### src/rtl/bvi_pkg.sv
// shared constants and types for the board version information bank
package bvi_pkg;

	// bus geometry
	localparam int ADDR_W = 20;
	localparam int DATA_W = 32;

	// register indices; byte address is four times the index
	localparam logic [ADDR_W-1:0] IDX_BASE_CARD_VERSION   = 20'h007DA;
	localparam logic [ADDR_W-1:0] IDX_EXT_MODULE_VERSION  = 20'h007DB;
	localparam logic [ADDR_W-1:0] IDX_FE_MODULE_VERSION   = 20'h007DC;
	localparam logic [ADDR_W-1:0] IDX_PRODUCTION_DATE     = 20'h007E4;
	localparam logic [ADDR_W-1:0] IDX_FACTORY_CAL_DATE    = 20'h007E9;
	localparam logic [ADDR_W-1:0] IDX_MAIN_CTRL_FW        = 20'h33450;
	localparam logic [ADDR_W-1:0] IDX_MAIN_CTRL_RECOV_FW  = 20'h33451;
	localparam logic [ADDR_W-1:0] IDX_BOOTED_IMAGE_INFO   = 20'h33452;
	localparam logic [ADDR_W-1:0] IDX_CLOCK_DIST_FW       = 20'h3345A;
	localparam logic [ADDR_W-1:0] IDX_CONFIG_CTRL_FW      = 20'h33464;
	localparam logic [ADDR_W-1:0] IDX_FRONTEND_A_FW       = 20'h3346E;
	localparam logic [ADDR_W-1:0] IDX_FRONTEND_B_FW       = 20'h3346F;
	localparam logic [ADDR_W-1:0] IDX_SYNC_EXT_FW         = 20'h33482;
	localparam logic [ADDR_W-1:0] IDX_POWER_CTRL_FW       = 20'h3348C;

	// word field layout
	localparam int HALF_W        = 16;
	localparam int BOOT_TYPE_LSB = 28;
	localparam int BOOT_TYPE_W   = 4;
	localparam int BOOT_VER_LSB  = 16;
	localparam int BOOT_VER_W    = 12;

	// firmware type codes
	localparam logic [HALF_W-1:0] FW_TYPE_STANDARD = 16'h0001;
	localparam logic [HALF_W-1:0] FW_TYPE_RECOVERY = 16'h0002;
	localparam logic [BOOT_TYPE_W-1:0] BOOT_TYPE_STANDARD = 4'h1;
	localparam logic [BOOT_TYPE_W-1:0] BOOT_TYPE_RECOVERY = 4'h2;

	// reset values
	localparam logic [DATA_W-1:0] WORD_RESET = 32'h00000000;
	localparam logic [HALF_W-1:0] HALF_RESET = 16'h0000;

	// axi response codes
	localparam logic [1:0] RESP_OKAY   = 2'h0;
	localparam logic [1:0] RESP_DECERR = 2'h3;

	typedef struct packed {
		logic [HALF_W-1:0] week;
		logic [HALF_W-1:0] year;
	} bvi_date_t;

	typedef struct packed {
		logic [HALF_W-1:0] base_pcb_rev;
		logic [HALF_W-1:0] ext_pcb_rev;
		logic [HALF_W-1:0] fe_pcb_rev;
		logic [HALF_W-1:0] base_fw_rev;
		logic [HALF_W-1:0] ext_fw_rev;
		logic [HALF_W-1:0] fe_fw_rev;
		bvi_date_t         production;
	} bvi_board_info_t;

endpackage

### src/rtl/bvi_fw_word.sv
// one firmware version word: type code over revision, zero when not fitted
`timescale 1ns/1ps
module bvi_fw_word #(
	parameter logic [15:0] FW_TYPE = 16'h0001,
	parameter logic [15:0] FW_REV  = 16'h0001
) (
	input  wire logic        aclk,
	input  wire logic        aresetn,
	input  wire logic        fitted,
	output logic      [31:0] word_r
);

	always_ff @(posedge aclk) begin
		if (!aresetn) begin
			word_r <= bvi_pkg::WORD_RESET;
		end else if (fitted) begin
			word_r <= {FW_TYPE, FW_REV};
		end else begin
			word_r <= bvi_pkg::WORD_RESET;
		end
	end

endmodule

### src/rtl/bvi_version_regs.sv
// read-only board and firmware identification bank behind an axi4-lite slave
//
// The AXI4-Lite register port was chosen for this implementation.
`timescale 1ns/1ps

// Summary of operation
// - board words: pcb revision high, firmware low
// - firmware words: type high, revision low
// - standard firmware reports type one
// - recovery control image reports type two
// - missing second front-end reads zero
// - missing sync extension reads zero
// - booted word: type nibble, 12-bit version
// - booted type one standard, two recovery
// - booted word low sixteen bits zero
// - production date: week high, year low
// - calibration date uses same packing
// - calibration date loaded once after reset, then changes only on factory record
module bvi_version_regs #(
	parameter logic [15:0] CTRL_FW_REV       = 16'h0001,
	parameter logic [15:0] CTRL_RECOV_FW_REV = 16'h0001,
	parameter logic [15:0] CLOCK_FW_REV      = 16'h0001,
	parameter logic [15:0] CONFIG_FW_REV     = 16'h0001,
	parameter logic [15:0] FE_A_FW_REV       = 16'h0001,
	parameter logic [15:0] FE_B_FW_REV       = 16'h0001,
	parameter logic [15:0] SYNC_EXT_FW_REV   = 16'h0001,
	parameter logic [15:0] POWER_FW_REV      = 16'h0001
) (
	input  wire logic                             aclk,
	input  wire logic                             aresetn,
	// axi4-lite write address
	input  wire logic [bvi_pkg::ADDR_W-1:0]       s_axi_awaddr,
	input  wire logic [2:0]                       s_axi_awprot,
	input  wire logic                             s_axi_awvalid,
	output logic                                  s_axi_awready,
	// axi4-lite write data
	input  wire logic [bvi_pkg::DATA_W-1:0]       s_axi_wdata,
	input  wire logic [3:0]                       s_axi_wstrb,
	input  wire logic                             s_axi_wvalid,
	output logic                                  s_axi_wready,
	// axi4-lite write response
	output logic      [1:0]                       s_axi_bresp,
	output logic                                  s_axi_bvalid,
	input  wire logic                             s_axi_bready,
	// axi4-lite read address
	input  wire logic [bvi_pkg::ADDR_W-1:0]       s_axi_araddr,
	input  wire logic [2:0]                       s_axi_arprot,
	input  wire logic                             s_axi_arvalid,
	output logic                                  s_axi_arready,
	// axi4-lite read data
	output logic      [bvi_pkg::DATA_W-1:0]       s_axi_rdata,
	output logic      [1:0]                       s_axi_rresp,
	output logic                                  s_axi_rvalid,
	input  wire logic                             s_axi_rready,
	// board straps and boot source, caught once after reset release; fitted flags followed every cycle
	input  wire bvi_pkg::bvi_board_info_t         board_info,
	input  wire logic                             frontend_b_fitted,
	input  wire logic                             sync_ext_fitted,
	input  wire logic                             recovery_booted,
	// stored calibration date and factory record strobe
	input  wire bvi_pkg::bvi_date_t               cal_date_stored,
	input  wire bvi_pkg::bvi_date_t               cal_date_new,
	input  wire logic                             factory_cal_record
);

	localparam int AW = bvi_pkg::ADDR_W;
	localparam int DW = bvi_pkg::DATA_W;

	// captured straps
	bvi_pkg::bvi_board_info_t info_r;
	logic                     captured_r;
	logic                     recovery_r;

	// identification words
	logic [DW-1:0] base_card_version_r;
	logic [DW-1:0] extension_module_version_r;
	logic [DW-1:0] frontend_module_version_r;
	logic [DW-1:0] production_date_r;
	logic [DW-1:0] factory_calibration_date_r;
	logic [DW-1:0] booted_image_info_r;
	logic [DW-1:0] main_control_fw_version;
	logic [DW-1:0] main_control_recovery_fw_version;
	logic [DW-1:0] clock_distribution_fw_version;
	logic [DW-1:0] config_controller_fw_version;
	logic [DW-1:0] frontend_a_fw_version;
	logic [DW-1:0] frontend_b_fw_version;
	logic [DW-1:0] sync_extension_fw_version;
	logic [DW-1:0] power_controller_fw_version;
	logic          cal_loaded_r;

	// bus state
	logic          aw_held_r;
	logic          w_held_r;
	logic [AW-1:0] awaddr_r;
	logic          bvalid_r;
	logic [1:0]    bresp_r;
	logic          rvalid_r;
	logic [1:0]    rresp_r;
	logic [DW-1:0] rdata_r;
	logic          aw_take;
	logic          w_take;
	logic          ar_take;
	logic          wr_go;
	logic          rd_hit;
	logic [DW-1:0] rd_word;
	logic          wr_hit;

	// straps are caught by a clocked process after release, never by the reset itself
	always_ff @(posedge aclk) begin
		if (!aresetn) begin
			info_r     <= '0;
			captured_r <= 1'b0;
		end else if (!captured_r) begin
			info_r     <= board_info;
			captured_r <= 1'b1;
		end
	end

	// boot source is fixed for the life of the image, so it is caught with the straps
	always_ff @(posedge aclk) begin
		if (!aresetn) begin
			recovery_r <= 1'b0;
		end else if (!captured_r) begin
			recovery_r <= recovery_booted;
		end
	end

	always_ff @(posedge aclk) begin
		if (!aresetn) begin
			base_card_version_r        <= bvi_pkg::WORD_RESET;
			extension_module_version_r <= bvi_pkg::WORD_RESET;
			frontend_module_version_r  <= bvi_pkg::WORD_RESET;
		end else begin
			base_card_version_r        <= {info_r.base_pcb_rev, info_r.base_fw_rev};
			extension_module_version_r <= {info_r.ext_pcb_rev, info_r.ext_fw_rev};
			frontend_module_version_r  <= {info_r.fe_pcb_rev, info_r.fe_fw_rev};
		end
	end

	always_ff @(posedge aclk) begin
		if (!aresetn) begin
			production_date_r <= bvi_pkg::WORD_RESET;
		end else begin
			production_date_r <= {info_r.production.week, info_r.production.year};
		end
	end

	// the stored date is loaded once; later the strobe alone may change it
	always_ff @(posedge aclk) begin
		if (!aresetn) begin
			factory_calibration_date_r <= bvi_pkg::WORD_RESET;
			cal_loaded_r               <= 1'b0;
		end else if (factory_cal_record) begin
			factory_calibration_date_r <= {cal_date_new.week, cal_date_new.year};
			cal_loaded_r               <= 1'b1;
		end else if (!cal_loaded_r) begin
			factory_calibration_date_r <= {cal_date_stored.week, cal_date_stored.year};
			cal_loaded_r               <= 1'b1;
		end
	end

	always_ff @(posedge aclk) begin
		if (!aresetn) begin
			booted_image_info_r <= bvi_pkg::WORD_RESET;
		end else if (recovery_r) begin
			booted_image_info_r <= {bvi_pkg::BOOT_TYPE_RECOVERY,
				CTRL_RECOV_FW_REV[bvi_pkg::BOOT_VER_W-1:0], bvi_pkg::HALF_RESET};
		end else begin
			booted_image_info_r <= {bvi_pkg::BOOT_TYPE_STANDARD,
				CTRL_FW_REV[bvi_pkg::BOOT_VER_W-1:0], bvi_pkg::HALF_RESET};
		end
	end

	bvi_fw_word #(
		.FW_TYPE (bvi_pkg::FW_TYPE_STANDARD),
		.FW_REV  (CTRL_FW_REV)
	) u_ctrl_fw (
		.aclk    (aclk),
		.aresetn (aresetn),
		.fitted  (1'b1),
		.word_r  (main_control_fw_version)
	);

	bvi_fw_word #(
		.FW_TYPE (bvi_pkg::FW_TYPE_RECOVERY),
		.FW_REV  (CTRL_RECOV_FW_REV)
	) u_ctrl_recov_fw (
		.aclk    (aclk),
		.aresetn (aresetn),
		.fitted  (1'b1),
		.word_r  (main_control_recovery_fw_version)
	);

	bvi_fw_word #(
		.FW_TYPE (bvi_pkg::FW_TYPE_STANDARD),
		.FW_REV  (CLOCK_FW_REV)
	) u_clock_fw (
		.aclk    (aclk),
		.aresetn (aresetn),
		.fitted  (1'b1),
		.word_r  (clock_distribution_fw_version)
	);

	bvi_fw_word #(
		.FW_TYPE (bvi_pkg::FW_TYPE_STANDARD),
		.FW_REV  (CONFIG_FW_REV)
	) u_config_fw (
		.aclk    (aclk),
		.aresetn (aresetn),
		.fitted  (1'b1),
		.word_r  (config_controller_fw_version)
	);

	bvi_fw_word #(
		.FW_TYPE (bvi_pkg::FW_TYPE_STANDARD),
		.FW_REV  (FE_A_FW_REV)
	) u_fe_a_fw (
		.aclk    (aclk),
		.aresetn (aresetn),
		.fitted  (1'b1),
		.word_r  (frontend_a_fw_version)
	);

	bvi_fw_word #(
		.FW_TYPE (bvi_pkg::FW_TYPE_STANDARD),
		.FW_REV  (FE_B_FW_REV)
	) u_fe_b_fw (
		.aclk    (aclk),
		.aresetn (aresetn),
		.fitted  (frontend_b_fitted),
		.word_r  (frontend_b_fw_version)
	);

	bvi_fw_word #(
		.FW_TYPE (bvi_pkg::FW_TYPE_STANDARD),
		.FW_REV  (SYNC_EXT_FW_REV)
	) u_sync_ext_fw (
		.aclk    (aclk),
		.aresetn (aresetn),
		.fitted  (sync_ext_fitted),
		.word_r  (sync_extension_fw_version)
	);

	bvi_fw_word #(
		.FW_TYPE (bvi_pkg::FW_TYPE_STANDARD),
		.FW_REV  (POWER_FW_REV)
	) u_power_fw (
		.aclk    (aclk),
		.aresetn (aresetn),
		.fitted  (1'b1),
		.word_r  (power_controller_fw_version)
	);

	// address decode on the word index; the low two byte bits are ignored
	always_comb begin
		rd_hit  = 1'b1;
		rd_word = bvi_pkg::WORD_RESET;
		unique case (s_axi_araddr[AW-1:2])
			bvi_pkg::IDX_BASE_CARD_VERSION[AW-3:0]:  rd_word = base_card_version_r;
			bvi_pkg::IDX_EXT_MODULE_VERSION[AW-3:0]: rd_word = extension_module_version_r;
			bvi_pkg::IDX_FE_MODULE_VERSION[AW-3:0]:  rd_word = frontend_module_version_r;
			bvi_pkg::IDX_PRODUCTION_DATE[AW-3:0]:    rd_word = production_date_r;
			bvi_pkg::IDX_FACTORY_CAL_DATE[AW-3:0]:   rd_word = factory_calibration_date_r;
			bvi_pkg::IDX_MAIN_CTRL_FW[AW-3:0]:       rd_word = main_control_fw_version;
			bvi_pkg::IDX_MAIN_CTRL_RECOV_FW[AW-3:0]: rd_word = main_control_recovery_fw_version;
			bvi_pkg::IDX_BOOTED_IMAGE_INFO[AW-3:0]:  rd_word = booted_image_info_r;
			bvi_pkg::IDX_CLOCK_DIST_FW[AW-3:0]:      rd_word = clock_distribution_fw_version;
			bvi_pkg::IDX_CONFIG_CTRL_FW[AW-3:0]:     rd_word = config_controller_fw_version;
			bvi_pkg::IDX_FRONTEND_A_FW[AW-3:0]:      rd_word = frontend_a_fw_version;
			bvi_pkg::IDX_FRONTEND_B_FW[AW-3:0]:      rd_word = frontend_b_fw_version;
			bvi_pkg::IDX_SYNC_EXT_FW[AW-3:0]:        rd_word = sync_extension_fw_version;
			bvi_pkg::IDX_POWER_CTRL_FW[AW-3:0]:      rd_word = power_controller_fw_version;
			default:                                 rd_hit  = 1'b0;
		endcase
	end

	always_comb begin
		wr_hit = 1'b1;
		unique case (awaddr_r[AW-1:2])
			bvi_pkg::IDX_BASE_CARD_VERSION[AW-3:0],
			bvi_pkg::IDX_EXT_MODULE_VERSION[AW-3:0],
			bvi_pkg::IDX_FE_MODULE_VERSION[AW-3:0],
			bvi_pkg::IDX_PRODUCTION_DATE[AW-3:0],
			bvi_pkg::IDX_FACTORY_CAL_DATE[AW-3:0],
			bvi_pkg::IDX_MAIN_CTRL_FW[AW-3:0],
			bvi_pkg::IDX_MAIN_CTRL_RECOV_FW[AW-3:0],
			bvi_pkg::IDX_BOOTED_IMAGE_INFO[AW-3:0],
			bvi_pkg::IDX_CLOCK_DIST_FW[AW-3:0],
			bvi_pkg::IDX_CONFIG_CTRL_FW[AW-3:0],
			bvi_pkg::IDX_FRONTEND_A_FW[AW-3:0],
			bvi_pkg::IDX_FRONTEND_B_FW[AW-3:0],
			bvi_pkg::IDX_SYNC_EXT_FW[AW-3:0],
			bvi_pkg::IDX_POWER_CTRL_FW[AW-3:0]: wr_hit = 1'b1;
			default:                            wr_hit = 1'b0;
		endcase
	end

	// write channel: address and data taken in either order; a new write can be taken in the cycle before bvalid rises
	assign s_axi_awready = !aw_held_r && !bvalid_r;
	assign s_axi_wready  = !w_held_r && !bvalid_r;
	assign aw_take       = s_axi_awvalid && s_axi_awready;
	assign w_take        = s_axi_wvalid && s_axi_wready;
	assign wr_go         = (aw_held_r || aw_take) && (w_held_r || w_take);

	always_ff @(posedge aclk) begin
		if (!aresetn) begin
			aw_held_r <= 1'b0;
			awaddr_r  <= '0;
		end else if (wr_go) begin
			aw_held_r <= 1'b0;
			if (aw_take) begin
				awaddr_r <= s_axi_awaddr;
			end
		end else if (aw_take) begin
			aw_held_r <= 1'b1;
			awaddr_r  <= s_axi_awaddr;
		end
	end

	always_ff @(posedge aclk) begin
		if (!aresetn) begin
			w_held_r <= 1'b0;
		end else if (wr_go) begin
			w_held_r <= 1'b0;
		end else if (w_take) begin
			w_held_r <= 1'b1;
		end
	end

	// the response is a cycle late because the held address is decoded after capture
	logic resp_pend_r;

	always_ff @(posedge aclk) begin
		if (!aresetn) begin
			resp_pend_r <= 1'b0;
		end else begin
			resp_pend_r <= wr_go;
		end
	end

	always_ff @(posedge aclk) begin
		if (!aresetn) begin
			bvalid_r <= 1'b0;
			bresp_r  <= bvi_pkg::RESP_OKAY;
		end else if (resp_pend_r) begin
			bvalid_r <= 1'b1;
			bresp_r  <= wr_hit ? bvi_pkg::RESP_OKAY : bvi_pkg::RESP_DECERR;
		end else if (bvalid_r && s_axi_bready) begin
			bvalid_r <= 1'b0;
		end
	end

	// read channel: one read under way, data a cycle after the address is taken
	assign s_axi_arready = !rvalid_r;
	assign ar_take       = s_axi_arvalid && s_axi_arready;

	always_ff @(posedge aclk) begin
		if (!aresetn) begin
			rvalid_r <= 1'b0;
			rresp_r  <= bvi_pkg::RESP_OKAY;
			rdata_r  <= bvi_pkg::WORD_RESET;
		end else if (ar_take) begin
			rvalid_r <= 1'b1;
			rresp_r  <= rd_hit ? bvi_pkg::RESP_OKAY : bvi_pkg::RESP_DECERR;
			rdata_r  <= rd_word;
		end else if (rvalid_r && s_axi_rready) begin
			rvalid_r <= 1'b0;
		end
	end

	assign s_axi_bvalid = bvalid_r;
	assign s_axi_bresp  = bresp_r;
	assign s_axi_rvalid = rvalid_r;
	assign s_axi_rresp  = rresp_r;
	assign s_axi_rdata  = rdata_r;

endmodule

### config.mk
export PLATFORM = sky130hd
export DESIGN_NAME = bvi_version_regs
export DESIGN_NICKNAME = d
export VERILOG_FILES = /design/src/rtl/bvi_pkg.sv /design/src/rtl/bvi_fw_word.sv /design/src/rtl/bvi_version_regs.sv
export SDC_FILE = /design/constraint.sdc
export NUM_CORES = 1
export LEC_CHECK = 0
export BUFFER_PORTS_ARGS = -buffer_cell sky130_fd_sc_hd__buf_2
export CORE_UTILIZATION = 57
export CTS_CLUSTER_DIAMETER = 80
export DETAILED_ROUTE_END_ITERATION = 16
export PLACE_DENSITY_LB_ADDON = 0.3
export SYNTH_ARGS = -nofsm -noshare
export SYNTH_HDL_FRONTEND = slang
export SYNTH_SLANG_ARGS = --single-unit
export TNS_END_PERCENT = 100
### constraint.sdc
create_clock -name aclk -period 4.2 [get_ports aclk]
set_input_delay 0.63 -clock aclk [delete_from_list [all_inputs] [get_ports aclk]]
set_output_delay 0.63 -clock aclk [all_outputs]
set_load 0.05 [all_outputs]
==> flow_summary_export.csv <==
group,metric,value,unit
synth,synth_top_area_cell,"dfxtp_1",
detailed_routing,drtPass1Iterations,6,
die,dieWidth,155,µm
timing,fmax,0.394,GHz
timing,hold_violations,0,
detailed_routing,wl_per_cell,16.9,µm
timing,slew_viol_final,0,
synth,synth_top_area_share,52.9,%
timing,maxSlewHeadroom,26.8,%
job,cap_violations,0,
global_route,grtUsageTotal,26.5,%
placed_design,dp_hpwl,21900,µm
cells_and_area,stdcell_area,16100,µm²
worst_setup_path,cp.required,4.63,ns
detailed_routing,vias,10000,
global_route,grt_first_pass_wirelength,50200,µm
die,io_pins,326,
synth,synth_nets,1608,
die,start_util,58.5,%
worst_setup_path,start_kind,"primary input",
cells_and_area,final_cell_mix,"dfxtp_1, buf_2, and2_1, mux2i_1, nor2b_1",
synth,syn_avg_cell_area,10.1,µm²
cells_and_area,layout_commonest_cell,"dfxtp_1",
synth,synthTopCellsByArea,"dfxtp_1, mux2i_1, and2_1",
synth,yosysWarnings,0,
placed_design,portBuffers,279,
clock_network,cts_max_path_buffers,3,
die,std_cell_rows,55,
timing,tightest_slew,1.09,ns
global_route,grt_pass1_vias,9641,
timing,rsz0062_at_grt,"no",
synth,synth_seq_cells,352,
clock_network,ctsHoldBuffers,0,
timing,setup_viol,0,
clock_network,cts_buffers,36,
clock_network,cts_resized,0,
global_route,grt_overflow,0,
pwr,p_leak,0.00697,µW
detailed_routing,drt-vias-per-instance,5.25,
detailed_routing,wl,32100,µm
cells_and_area,nFillCells,1738,
pwr,power_per_cell_area,459,nW/µm²
cells_and_area,nets,1848,
cells_and_area,area_growth,21.1,%
die,dieArea,24000,µm²
detailed_routing,ant_nets,0,
die,coreArea,22800,µm²
clock_network,clk_latency,0.51,ns
cells_and_area,drive_gt1_share,22.7,%
worst_setup_path,arrival,2.98,ns
detailed_routing,drc,0,
clock_network,cts_tree,"built",
timing,period_share,60.5,%
cells_and_area,multi_input_comb_area,5900,µm²
timing,finalCriticalPeriod,2.54,ns
global_route,grt_max_degree,164,
timing,finalClockSkew,0.0112,ns
pwr,peakVddDrop,346,µV
synth,syn_inst,1323,
worst_setup_path,path_max_fanout,16,
detailed_routing,first_iter_violations,739,
worst_setup_path,end_kind,"register",
synth,ys_seq_area_share,52.9,%
synth,ys_types,55,
worst_setup_path,path_class,"primary input to register",
clock_network,cts.sinks,352,
worst_hold_path,hp-class,"primary input to register",
placed_design,gp_congestion,0.877,
clock_network,clkTransAtPathRegs,0.06,ns
timing,tns,0,ns
global_route,antenna_found_initial,10,
synth,synth_edf_count,0,
cells_and_area,seqCellArea,7050,µm²
synth,syn-cell-area,13300,µm²
clock_network,cts_root_buf,"clkbuf_16",
clock_network,postCtsSetupBuffers,0,
synth,synth-async-reset-ratio,0,%
synth,synth_ff_type,"dfxtp_1",
outcome,status,"complete, no violations",
placed_design,dpl_cell_area,14900,µm²
clock_network,cts.htree.levels,2,
die,die_h,155,µm
[worst max-delay path: stages]
cell and delay, ns:
buf_2 0.10, nor4bb_1 0.67, nand2_1 0.42, nor4_4 0.33, buf_4 0.30, a22oi_1 0.18, and3_1 0.22, a21oi_1 0.12
[cells by family after synthesis]
kind of cell	Yosys count	synth area share, %
simple gates	498	21.7
mux	161	12.1
flops	352	52.9
buf+inv	103	3.05
xor+xnor	2	0.132
compound gates	207	10.1
[power breakdown]
part	switching, µW	internal, µW	total, µW
clock	1250	1880	3130
combinational	364	292	656
sequential	98.9	3520	3620
total	1710	5690	7410
[final cells by class]
cell class / instances / share of cell area [%]
Antenna cell: 6 / 0.0931
Clock buffer: 52 / 6.60
Clock inverter: 9 / 0.660
Inverter: 8 / 0.186
Multi-Input combinational cell: 868 / 36.6
Sequential cell: 352 / 43.7
Tap cell: 313 / 2.43
Timing Repair Buffer: 297 / 9.71
[routing by layer]
layer	part of all wire (%)	GRT usage [%]
met5	0.17	0
met1	43	33.1
met4	2.4	8.11
met3	6.3	5.77
met2	48	45.8
[synthesized netlist by cell type (all sizes together) (2+ instances only)]
| library cell | count |
|---|---|
| a211oi | 2 |
| a21boi | 18 |
| a21oi | 26 |
| a221oi | 4 |
| a222oi | 8 |
| a22oi | 50 |
| a31oi | 13 |
| and2 | 165 |
| and3 | 21 |
| and3b | 2 |
| buf | 22 |
| clkbuf | 73 |
| dfxtp | 352 |
| inv | 8 |
| mux2i | 161 |
| nand2 | 102 |
| nand2b | 7 |
| nand3 | 9 |
| nand3b | 2 |
| nand4 | 6 |
| nor2 | 9 |
| nor2b | 136 |
| nor3 | 5 |
| nor3b | 6 |
| nor4 | 7 |
| nor4b | 3 |
| nor4bb | 3 |
| o211ai | 2 |
| o21a | 2 |
| o21ai | 69 |
| o31ai | 2 |
| o32a | 2 |
| or2 | 2 |
| or3 | 2 |
| or4 | 6 |
| xnor2 | 2 |
[state kept, by name (all words and copies together) (netlist names), 3 cells and up]
| name | count |
|---|---|
| factory_calibration_date_r | 32 |
| info_r | 128 |
| awaddr_r | 18 |
| extension_module_version_r | 32 |
| s_axi_rdata | 32 |
| production_date_r | 32 |
| booted_image_info_r | 3 |
| frontend_module_version_r | 32 |
| base_card_version_r | 32 |
[path summary, 6_finish.rpt]
check | startpoint | end | slack, ns | depth (start not counted)
setup / recovery | s_axi_araddr[19] | s_axi_rdata[24] | 1.66 | 8
hold / removal | frontend_b_fitted | u_fe_b_fw.word_r[0] | 0.35 | 2
setup reg to reg | u_fe_a_fw.word_r[0] | factory_calibration_date_r[7] | 2.27 | 4
hold reg to reg | recovery_r | booted_image_info_r[28] | 0.44 | 1
[stage by stage]
step	util [%]	cells	hold WS [ns]	total power, µW	setup WS (ns)
after global placement	65.6	1838	0.428	4330	1.15
after detailed placement	65.6	1838	0.435	4350	1.20
after floorplan	-	1323	0.405	4100	1.63
after global routing	70.8	1902	0.347	7690	1.46
final	70.8	1905	0.347	7410	1.66
after CTS	70.7	1899	0.336	7470	1.68
Note: power is estimated with default switching activity, not from simulation.
